**src/common/dps_pkg.sv**
```systemverilog
// constants and types shared by the dual-port memory host controller
//
// How it works
// - A port is selected only while its low-active enable is low and its high-active enable is high.
// - Depth is widened by decoding upper address bits onto the two enables of each device.
// - Wider words come from devices side by side, one master, the rest slaves, busy lines joined.
// - Four low-active byte selects on the left port gate which bytes are read or written.
package dps_pkg;
   localparam int DATA_W     = 36;   // word width
   localparam int LANES      = 4;    // byte select lanes
   localparam int ADDR_W_32K = 15;   // address width of the deeper variant
   localparam int ADDR_W_16K = 14;   // address width of the smaller variant
   localparam int CLK_NS     = 5;    // clock period
   localparam int ACCESS_NS  = 20;   // slowest grade access time, ns
   localparam int ACCESS_CYC = (ACCESS_NS + CLK_NS - 1) / CLK_NS;   // least time, rounded up
   localparam int SYNC_LAT   = 3;    // pin synchroniser depth
   localparam int CNT_W      = 8;    // access counter width
   localparam logic RW_READ  = 1'b1; // read/write select level for a read
   localparam logic RW_WRITE = 1'b0; // read/write select level for a write

   typedef enum logic [1:0] {
      DPS_IDLE    = 2'b00,
      DPS_ACCESS  = 2'b01,
      DPS_RECOVER = 2'b10
   } dps_state_t;
endpackage : dps_pkg

```
**src/rtl/dps_sync.sv**
```systemverilog
// three-stage pin synchroniser, output moves once stages two and three agree
`timescale 1ns/1ps
module dps_sync #(
   parameter int         W   = 1,         // bus width
   parameter logic [W-1:0] RST = '0       // reset value
) (
   input  wire logic         clk,         // system clock
   input  wire logic         resetn,      // synchronous reset, active low
   input  wire logic [W-1:0] d,           // asynchronous pin level
   output logic      [W-1:0] q            // filtered, synchronised level
);
   logic [W-1:0] s1;
   logic [W-1:0] s2;
   logic [W-1:0] s3;

   // s1 feeds only s2; q follows once s2 and s3 agree
   always_ff @(posedge clk) begin
      if (!resetn) begin
         s1 <= RST;
         s2 <= RST;
         s3 <= RST;
         q  <= RST;
      end else begin
         s1 <= d;
         s2 <= s1;
         s3 <= s2;
         if (s2 == s3) begin
            q <= s3;
         end
      end
   end
endmodule : dps_sync

```
**src/rtl/dps_host.sv**
```systemverilog
// host controller driving the left port of the dual-port memory through its pins
`timescale 1ns/1ps
module dps_host
   import dps_pkg::*;
#(
   parameter int ADDR_W    = ADDR_W_32K,   // device address width
   parameter int BANK_BITS = 1,            // upper address bits decoded onto device enables
   parameter int NBANK     = 2 ** BANK_BITS
) (
   input  wire logic                 clk,                      // system clock
   input  wire logic                 resetn,                   // synchronous reset, active low
   // user side
   input  wire logic                 cmd_valid,                // access request
   output logic                      cmd_ready,                // controller idle
   input  wire logic                 cmd_write,                // 1 write, 0 read
   input  wire logic                 cmd_token,                // 1 token latch, 0 array
   input  wire logic [BANK_BITS-1:0] cmd_bank,                 // device selected by upper bits
   input  wire logic [ADDR_W-1:0]    cmd_addr,                 // word address in device
   input  wire logic [DATA_W-1:0]    cmd_wdata,                // write data
   input  wire logic [LANES-1:0]     cmd_byte_en,              // byte enables, active high
   output logic                      rsp_valid,                // one-cycle completion pulse
   output logic [DATA_W-1:0]         rsp_rdata,                // read data
   output logic                      rsp_collided,             // busy was seen at the last count of an access
   output logic                      mailbox_pending,          // far side posted mailbox event
   // device pins
   output logic [ADDR_W-1:0]         left_addr,                // address pins
   output logic [NBANK-1:0]          left_select_low_active,   // low-active enables per device
   output logic [NBANK-1:0]          left_select_high_active,  // high-active enables per device
   output logic                      left_read_write_select,   // 1 read, 0 write
   output logic                      left_output_enable_n,     // device output enable, low
   output logic [LANES-1:0]          left_byte_lane_selects,   // byte selects, low active
   output logic [NBANK-1:0]          left_token_latch_enable,  // token enable per device, low
   output logic [DATA_W-1:0]         left_data_out,            // data bus drive value
   output logic                      left_data_oe,             // high while host drives bus
   input  wire logic [DATA_W-1:0]    left_data_in,             // data bus level
   input  wire logic                 left_busy_n,              // joined busy line, low active
   input  wire logic                 left_mailbox_flag         // mailbox flag pin, low active
);
   // last count of a timed access: access time plus the synchroniser delay on returned data
   localparam logic [CNT_W-1:0] LAST   = CNT_W'(ACCESS_CYC + SYNC_LAT - 1);
   localparam int               LANE_W = DATA_W / LANES;   // bits per byte lane

   // one-hot device decode from upper address bits
   function automatic logic [NBANK-1:0] bank_hot(input logic [BANK_BITS-1:0] b);
      bank_hot = NBANK'(1) << b;
   endfunction : bank_hot

   // sequencer state, access counter and synchronised pins
   dps_state_t        state;
   dps_state_t        next_state;
   logic [CNT_W-1:0]  cnt;
   logic              is_write;
   logic [DATA_W-1:0] data_s;
   logic              busy_n_s;
   logic              mbox_n_s;

   // pin inputs through three-stage synchronisers
   dps_sync #(.W(DATA_W), .RST('0)) u_sync_data (
      .clk    (clk),
      .resetn (resetn),
      .d      (left_data_in),
      .q      (data_s)
   );
   // busy is the line shared by devices side by side; both flags idle high
   dps_sync #(.W(2), .RST(2'h3)) u_sync_flags (
      .clk    (clk),
      .resetn (resetn),
      .d      ({left_busy_n, left_mailbox_flag}),
      .q      ({busy_n_s, mbox_n_s})
   );

   // decode of request acceptance and access end
   wire take      = (state == DPS_IDLE) && cmd_ready && cmd_valid;
   wire at_last   = (state == DPS_ACCESS) && (cnt == LAST);
   wire busy_now  = !busy_n_s;
   wire retry     = at_last && busy_now;
   wire finish    = at_last && !busy_now;
   wire [NBANK-1:0] hot = bank_hot(cmd_bank);

   // next state; recover keeps the port deselected for one cycle between accesses
   always_comb begin
      next_state = state;
      unique case (state)
         DPS_IDLE: begin
            if (take) begin
               next_state = DPS_ACCESS;
            end
         end
         DPS_ACCESS: begin
            if (finish) begin
               next_state = DPS_RECOVER;
            end
         end
         DPS_RECOVER: begin
            next_state = DPS_IDLE;
         end
         default: begin
            next_state = DPS_IDLE;   // unused code 2'b11
         end
      endcase
   end

   // state and access counter; busy restarts the timed access
   always_ff @(posedge clk) begin
      if (!resetn) begin
         state <= DPS_IDLE;
         cnt   <= '0;
      end else begin
         state <= next_state;
         cnt   <= (take || retry) ? '0 : cnt + CNT_W'(1);
      end
   end

   // pin drive: enables asserted for the whole access, released on finish
   always_ff @(posedge clk) begin
      if (!resetn) begin
         left_addr               <= '0;
         left_select_low_active  <= '1;
         left_select_high_active <= '0;
         left_token_latch_enable <= '1;
         left_read_write_select  <= RW_READ;
         left_output_enable_n    <= 1'b1;
         left_byte_lane_selects  <= '1;
         left_data_out           <= '0;
         left_data_oe            <= 1'b0;
         is_write                <= 1'b0;
      end else if (take) begin
         left_addr               <= cmd_addr;
         left_select_low_active  <= cmd_token ? '1 : ~hot;
         left_select_high_active <= cmd_token ? '0 : hot;
         left_token_latch_enable <= cmd_token ? ~hot : '1;
         left_read_write_select  <= cmd_write ? RW_WRITE : RW_READ;
         left_output_enable_n    <= cmd_write;
         left_byte_lane_selects  <= ~cmd_byte_en;
         left_data_out           <= cmd_wdata;
         left_data_oe            <= cmd_write;
         is_write                <= cmd_write;
      end else if (finish) begin
         left_select_low_active  <= '1;
         left_select_high_active <= '0;
         left_token_latch_enable <= '1;
         left_read_write_select  <= RW_READ;
         left_output_enable_n    <= 1'b1;
         left_byte_lane_selects  <= '1;
         left_data_oe            <= 1'b0;
      end
   end

   // user answers; read lanes not enabled come back as zero
   always_ff @(posedge clk) begin
      if (!resetn) begin
         cmd_ready       <= 1'b0;
         rsp_valid       <= 1'b0;
         rsp_rdata       <= '0;
         rsp_collided    <= 1'b0;
         mailbox_pending <= 1'b0;
      end else begin
         cmd_ready       <= (next_state == DPS_IDLE);
         rsp_valid       <= finish;
         mailbox_pending <= !mbox_n_s;
         if (take) begin
            rsp_collided <= 1'b0;
         end else if (retry) begin
            rsp_collided <= 1'b1;
         end
         if (finish && !is_write) begin
            for (int i = 0; i < LANES; i++) begin
               rsp_rdata[i*LANE_W +: LANE_W] <= left_byte_lane_selects[i] ? '0 :
                                                data_s[i*LANE_W +: LANE_W];
            end
         end
      end
   end

   // checks on pin behaviour
   a_bank_onehot: assert property (@(posedge clk) disable iff (!resetn)
      $onehot0(~left_select_low_active & left_select_high_active))
      else $error("more than one device selected");
   a_token_apart: assert property (@(posedge clk) disable iff (!resetn)
      (left_token_latch_enable != '1) |-> (left_select_low_active == '1))
      else $error("token access with array enabled");
   a_lanes_idle: assert property (@(posedge clk) disable iff (!resetn)
      (state == DPS_IDLE) |-> (left_byte_lane_selects == '1 && !left_data_oe))
      else $error("byte selects or bus driven while idle");
   a_busy_hold: assert property (@(posedge clk) disable iff (!resetn)
      (retry && is_write) |=> (state == DPS_ACCESS && left_data_oe && cnt == '0)
      ##1 (state == DPS_ACCESS && left_data_oe && cnt == CNT_W'(1)))
      else $error("write released while busy");
   a_access_len: assert property (@(posedge clk) disable iff (!resetn)
      take |=> (state == DPS_ACCESS) [*6])
      else $error("access shorter than timed length");
   a_done_release: assert property (@(posedge clk) disable iff (!resetn)
      rsp_valid |-> ($past(at_last) && left_select_low_active == '1 && !left_data_oe))
      else $error("completion without release");

   // checks on access sequencing and bus ownership
   a_pins_stable: assert property (@(posedge clk) disable iff (!resetn)
      (state == DPS_ACCESS && $past(state) == DPS_ACCESS) |->
      ($stable(left_addr) && $stable(left_select_low_active) && $stable(left_byte_lane_selects)))
      else $error("pins moved during an access");
   a_write_drive: assert property (@(posedge clk) disable iff (!resetn)
      (state == DPS_ACCESS && is_write) |-> (left_data_oe && left_output_enable_n))
      else $error("write without bus drive or with outputs enabled");
   a_read_quiet: assert property (@(posedge clk) disable iff (!resetn)
      (state == DPS_ACCESS && !is_write) |-> (!left_data_oe && left_read_write_select == RW_READ))
      else $error("host drives the bus during a read");
   a_select_one: assert property (@(posedge clk) disable iff (!resetn)
      (state == DPS_ACCESS) |->
      $onehot((~left_select_low_active & left_select_high_active) | ~left_token_latch_enable))
      else $error("access without exactly one device enabled");
   a_rsp_pulse: assert property (@(posedge clk) disable iff (!resetn)
      rsp_valid |=> !rsp_valid)
      else $error("completion pulse longer than one cycle");
   a_ready_idle: assert property (@(posedge clk) disable iff (!resetn)
      cmd_ready |-> (state == DPS_IDLE && left_select_high_active == '0))
      else $error("ready while a device is selected");
   a_collide_clear: assert property (@(posedge clk) disable iff (!resetn)
      take |=> !rsp_collided)
      else $error("collision flag carried into a new access");

   c_read:  cover property (@(posedge clk) disable iff (!resetn) take && !cmd_write && !cmd_token);
   c_write: cover property (@(posedge clk) disable iff (!resetn) take && cmd_write);
   c_token: cover property (@(posedge clk) disable iff (!resetn) take && cmd_token);
   c_retry: cover property (@(posedge clk) disable iff (!resetn) retry);
   c_mailbox: cover property (@(posedge clk) disable iff (!resetn) mailbox_pending);
endmodule : dps_host

```
**config.mk**
```make
export PLATFORM = sky130hd
export DESIGN_NAME = dps_host
export DESIGN_NICKNAME = d
export VERILOG_FILES = /design/src/common/dps_pkg.sv /design/src/rtl/dps_sync.sv /design/src/rtl/dps_host.sv
export SDC_FILE = /design/constraint.sdc
export NUM_CORES = 1
export LEC_CHECK = 0
export ABC_AREA = 1
export ABC_CLOCK_PERIOD_IN_PS = 3000
export BUFFER_PORTS_ARGS = -buffer_cell sky130_fd_sc_hd__buf_2
export CAP_MARGIN = 20
export CORE_MARGIN = 2
export CORE_UTILIZATION = 59
export DETAILED_ROUTE_END_ITERATION = 7
export GPL_TIMING_DRIVEN = 0
export PLACE_DENSITY = 0.85
export SLEW_MARGIN = 20
export SYNTH_ARGS = -nofsm -noshare
export SYNTH_HDL_FRONTEND = slang
export SYNTH_SLANG_ARGS = --single-unit
```
**constraint.sdc**
```tcl
create_clock -name clk -period 3 [get_ports clk]
set_input_delay 0.9 -clock clk [delete_from_list [all_inputs] [get_ports clk]]
set_output_delay 0.9 -clock clk [all_outputs]
set_load 0.05 [all_outputs]
```
**Word-level counts from Yosys, hierarchy flattened**

Index checks and enable logic that the tools add are counted.

- Register bits after elaboration: 267
- Word-level logic and storage cells: 72
- Input port bits: 99
- Output and inout port bits: 104

- Equal/unequal tests: 4
- Reduce and logical (&&, ||, !) cells: 15
- Shift-type cells: 1
- Bitwise logic cells: 3
- Add/sub/neg operators: 1
- Muxes and demuxes: 23

Operator list:

| cell | count |
|---|---|
| $eq 36x36->1 | 1 |
| $mux 9 | 4 |
| $mux 2 | 10 |
| $add 8x1->8 const B | 1 |
| $eq 8x3->1 const B | 1 |
| $mux 4 | 2 |
| $logic_and 1x1->1 | 6 |
| $mux 1 | 6 |
| $logic_not 2->1 | 2 |
| $not 4->4 | 1 |
| $pmux 2 s2 | 1 |
| $reduce_or 2->1 | 2 |
| $logic_not 1->1 | 3 |
| $eq 2x1->1 const B | 1 |
| $eq 2x2->1 | 1 |
| $not 2->2 | 1 |
| $reduce_bool 2->1 | 1 |
| $shl 1x1->2 const A | 1 |
| $logic_or 1x1->1 | 1 |
| $not 1->1 | 1 |

**Depth between registers and ports, before layout**

- Depth in word-level cells: 6
- Gate-level depth with buffers: 12
- Gate-level depth less buffers: 11

**Hierarchy**

From an unflattened synthesis, not the netlist that was laid out.

- Cells, all modules: 1449
- Area, all modules: 10331.2 µm²

Modules (own cells, without submodules):

| module | times used | area an instance (µm²) | cells each |
|---|---|---|---|
| dps_sync (u_sync_data) | 1 | 5466.5 | 757 |
| dps_host | 1 | 4591.9 | 659 |
| dps_sync (u_sync_flags) | 1 | 272.8 | 33 |

**Worst setup path before layout**

OpenSTA, ideal clock, no wires.

- Kind: input port to flip-flop
- Start point: input port cmd_valid
- End point: register left_select_low_active[0]
- Path buffers: 1
- Required time: 2.874 ns
- Stages: 5
- Path slack: 1.189 ns
- Library setup time: 0.126 ns
- Arrival time: 1.686 ns
- Cell sequence: nand4_1 > clkbuf_1 > nand2_1 > o21ai_0 > nand2_1

- Word-level cells in the longest chain between the ends: 2
- Elaborated cells on any way between the ends: 3

RTL lines:

| item | RTL line | source |
|---|---|---|
| from (decl) | dps_host.sv:13 | `input wire logic cmd_valid,` |
| $logic_and 1x1->1 * | dps_host.sv:73 | `wire take = (state == DPS_IDLE) && cmd_ready && cmd_valid;` |
| $mux 2 or $reduce_bool 2->1 (tied branches) | - |  |
| to (signal assigned) | dps_host.sv:129 | `left_select_low_active <= cmd_token ? '1 : ~hot;` |
| to (decl) | dps_host.sv:27 | `output logic [NBANK-1:0] left_select_low_active,` |

Mark *: on every way between the ends. The rest lies on a longest branch, timed or not.
A chain may end at the register's enable or synchronous reset.

==> results.md <==
- Outcome: completed
- Final period util: 0.6953
- Synthesized flop and latch total: 267
- PnR worst setup slack: 914.2 ps
- Worst-Margin Slew: 724.5 ps
- Final number of hold-violating endpoints: 0
- Worst R2R Path Depth: 8
- Skew-Pair Late Insertion Delay: 520 ps
- Post-synthesis sequential area ratio: 0.5334
- Fin Setup TNS: 0 ps
- Setup violators final: 0
- Die area: 18040 um^2
- CTS resizes: 0
- Cts bufs inserted: 26
- Row cnt: 47
- Hold Crit Depth: 2
- DRC Markers: 0
- Synth Warn #: 0
- Required time of the critical path: 3450 ps
- First-pass DRT Iterations: 5
- Largest net degree at the start of global routing: 16
- Synth Area in Simple Gates: 0.2395
- Antenna-violating nets left: 0
- H-tree lvl count: 1
- Synth Area in XOR/XNOR: 0.02098
- Vias in the first global route: 8063
- F_max: 0.4794 GHz
- Detailed Route WL: 21930 um
- Mean area per synthesized cell: 7.379 um^2
- Post-Syn Area: 10020 um^2
- Clk root buf: clkbuf_16
- Final non-filler cell total: 1827
- Max Slew Vio Count: 0
- # fillers: 1283
- Starting density of the core: 0.6043
- First-pass GRT wire length: 36240 um
- Post-Synth Adder-Cell Area: 0.002497
- CTS clk-pin slew, worst paths: 60 ps
- Placed insts: 1779
- Clock Path Buffers: 3
- Worst hold path class: reg -> reg
- Largest family of logic cells by synthesized area: simple AND/OR/NAND/NOR gates
- I/O pin count: 203
- Crit path launch type: primary input
- Die Height: 134.3 um
- Routability Congestion: 0.8808
- Post-Syn Instances: 1358
- CTS Hold Buffers Added: 0
- Wirelength per Cell: 12.00 um
- Maximum fanout along the worst path: 10
- Syn Nets: 1459
- Core area: 16580 um^2
- Dpl ws: 477.8 ps
- Max-cap viol count: 0
- Static Leakage: 0.006169 uW
- Yosys cell types: 29
- Vias: 8591
- # Post-CTS Setup Buffers: 0
- Die width: 134.3 um
- Rel. slew slack: 0.5170
- Port buffer count: 201
- Initial antenna violation count: 0
- P&R area growth vs syn: 21.74%
- CTS Sinks: 267
- Post-DP HPWL: 16230 um
- Worst path arrival time: 2530 ps
- Vias per inst: 4.702
- Post-layout nets: 1688
- Setup crit end kind: flip-flop
- ANT cells: 0
- Synth Area in Compound Gates: 0.07354
- Mux cell area share after synthesis: 0
- Drt first-iter violations: 489
- Maximum vdd ir drop: 463.2 uV
- Power density over cell area: 646.4 nW/um^2
- Total grt overflow: 0
- CTS tree: built
- Worst setup path class: in -> reg
- Layout cell share with drive strength beyond 1: 0.1749
- Fin crit period: 2086 ps
- Total track usage: 0.2427
- RSZ-0062 raised after global routing: false
- Clock Skews: 11.93 ps
[cell type report]
class,count,area [um^2],area share
Inverter,264,991.0,0.08123
Timing Repair Buffer,201,1006,0.08246
Buffer,63,312.8,0.02564
Clock buffer,37,773.2,0.06338
Multi-Input combinational cell,764,3372,0.2764
Sequential cell,267,5345,0.4382
Clock inverter,11,123.9,0.01015
Tap cell,220,275.3,0.02256
[cells in the mapped netlist, drive strengths merged]
| cell type | number | share of area |
|---|---|---|
| buf | 18 | 0.014 |
| a22oi | 1 | 0.00075 |
| nand2 | 272 | 0.10 |
| nand4 | 37 | 0.023 |
| nor3 | 6 | 0.0035 |
| nand3b | 1 | 0.00075 |
| a21oi | 41 | 0.020 |
| xnor2 | 10 | 0.0087 |
| inv | 263 | 0.099 |
| or2 | 6 | 0.0037 |
| nor4 | 1 | 0.00062 |
| o32ai | 2 | 0.0017 |
| o21ai | 100 | 0.050 |
| ha | 2 | 0.0025 |
| nand3 | 12 | 0.0070 |
| clkbuf | 45 | 0.017 |
| xor2 | 14 | 0.012 |
| clkinv | 1 | 0.00037 |
| o22ai | 1 | 0.00062 |
| dfxtp | 267 | 0.53 |
| nor2 | 258 | 0.099 |
[report_power, final]
group	switching [uW]	total [uW]	leakage, uW	internal (uW)
Clock	1320	3300	0.000448	1980
Sequential	70.8	3750	0.00218	3680
Combinational	590	836	0.00354	246
Total	1980	7890	0.00617	5910
[placed cells by master (no fill, tap or decap)]
| master | synthesis | final |
|---|---|---|
| o22ai_1 | 1 | 1 |
| nor2_4 | 1 | 1 |
| clkbuf_1 | 45 | 49 |
| clkinv_2 | 0 | 6 |
| nor2_2 | 6 | 6 |
| a22oi_1 | 1 | 1 |
| clkbuf_16 | 0 | 27 |
| o21ai_1 | 2 | 2 |
| dfxtp_1 | 267 | 267 |
| or2_2 | 6 | 6 |
| clkinv_1 | 1 | 1 |
| nand3_2 | 2 | 2 |
| nand3b_1 | 1 | 1 |
| bufinv_16 | 0 | 2 |
| inv_6 | 0 | 1 |
| buf_6 | 9 | 9 |
| xor2_1 | 14 | 14 |
| a21oi_1 | 41 | 41 |
| nor2_1 | 251 | 251 |
| nor3_1 | 5 | 5 |
| nand4_1 | 37 | 37 |
| nor3_2 | 1 | 1 |
| inv_1 | 259 | 259 |
| ha_1 | 2 | 2 |
| nand2_1 | 272 | 272 |
| nand3_1 | 10 | 10 |
| xnor2_1 | 10 | 10 |
| clkinv_8 | 0 | 1 |
| buf_1 | 2 | 2 |
| inv_2 | 4 | 4 |
| o21ai_0 | 98 | 98 |
| clkinv_4 | 0 | 1 |
| o32ai_1 | 2 | 2 |
| nor4_1 | 1 | 1 |
| clkbuf_8 | 0 | 6 |
| buf_2 | 7 | 208 |
[flip-flops by register name, summed over array words and instances (netlist names), 4 cells and up]
register,flops
rsp_rdata,36
u_sync_data.s3,36
left_byte_lane_selects,4
u_sync_data.s2,36
left_data_out,36
u_sync_data.q,36
left_addr,15
u_sync_data.s1,36
cnt,8
[stage by stage]
step                hold WS (ps)  area, um^2    util  total power (uW)
floorplan                  390.5       10020       -              4420
detailed placement         396.6       11300  0.6815              4658
CTS                        407.4       12200  0.7356              7948
global placement           396.1       11300  0.6815              4635
finish                     409.8       12200  0.7356              7885
global route               424.1       12200  0.7356              8204
[path summary, 6_finish.rpt]
kind,endpoint,slack [ps],startpoint
worst max-delay path,u_sync_data.q[34],910,resetn
worst min-delay path,u_sync_data.s2[9],410,u_sync_data.s1[9]
worst max register to register,rsp_rdata[34],1060,cnt[0]
worst min register to register,u_sync_data.s2[9],410,u_sync_data.s1[9]
[critical path, stage by stage]
cell and delay, ps:
buf_2 210, clkbuf_1 590, clkbuf_1 530, nand2_1 170, nor2_1 130
[per-layer routing]
layer / vias to the layer above / part of all wire / GRT usage
met1: 3779 / 0.43 / 0.2924
met3: 51 / 0.067 / 0.04573
met2: 255 / 0.48 / 0.4342
met5: - / 0 / 0
li1: 4506 / - / -
met4: 0 / 0.026 / 0.08304
[logic make-up (layout without fill, tap and decap cells)]
logic type      Yosys count  in the layout
fa+ha+maj                 2              2
flops                   267            267
buf+inv                 327            576
xor+xnor                 24             24
simple gates            593            593
compound gates          145            145
Note: power is estimated with default switching activity, not from simulation.
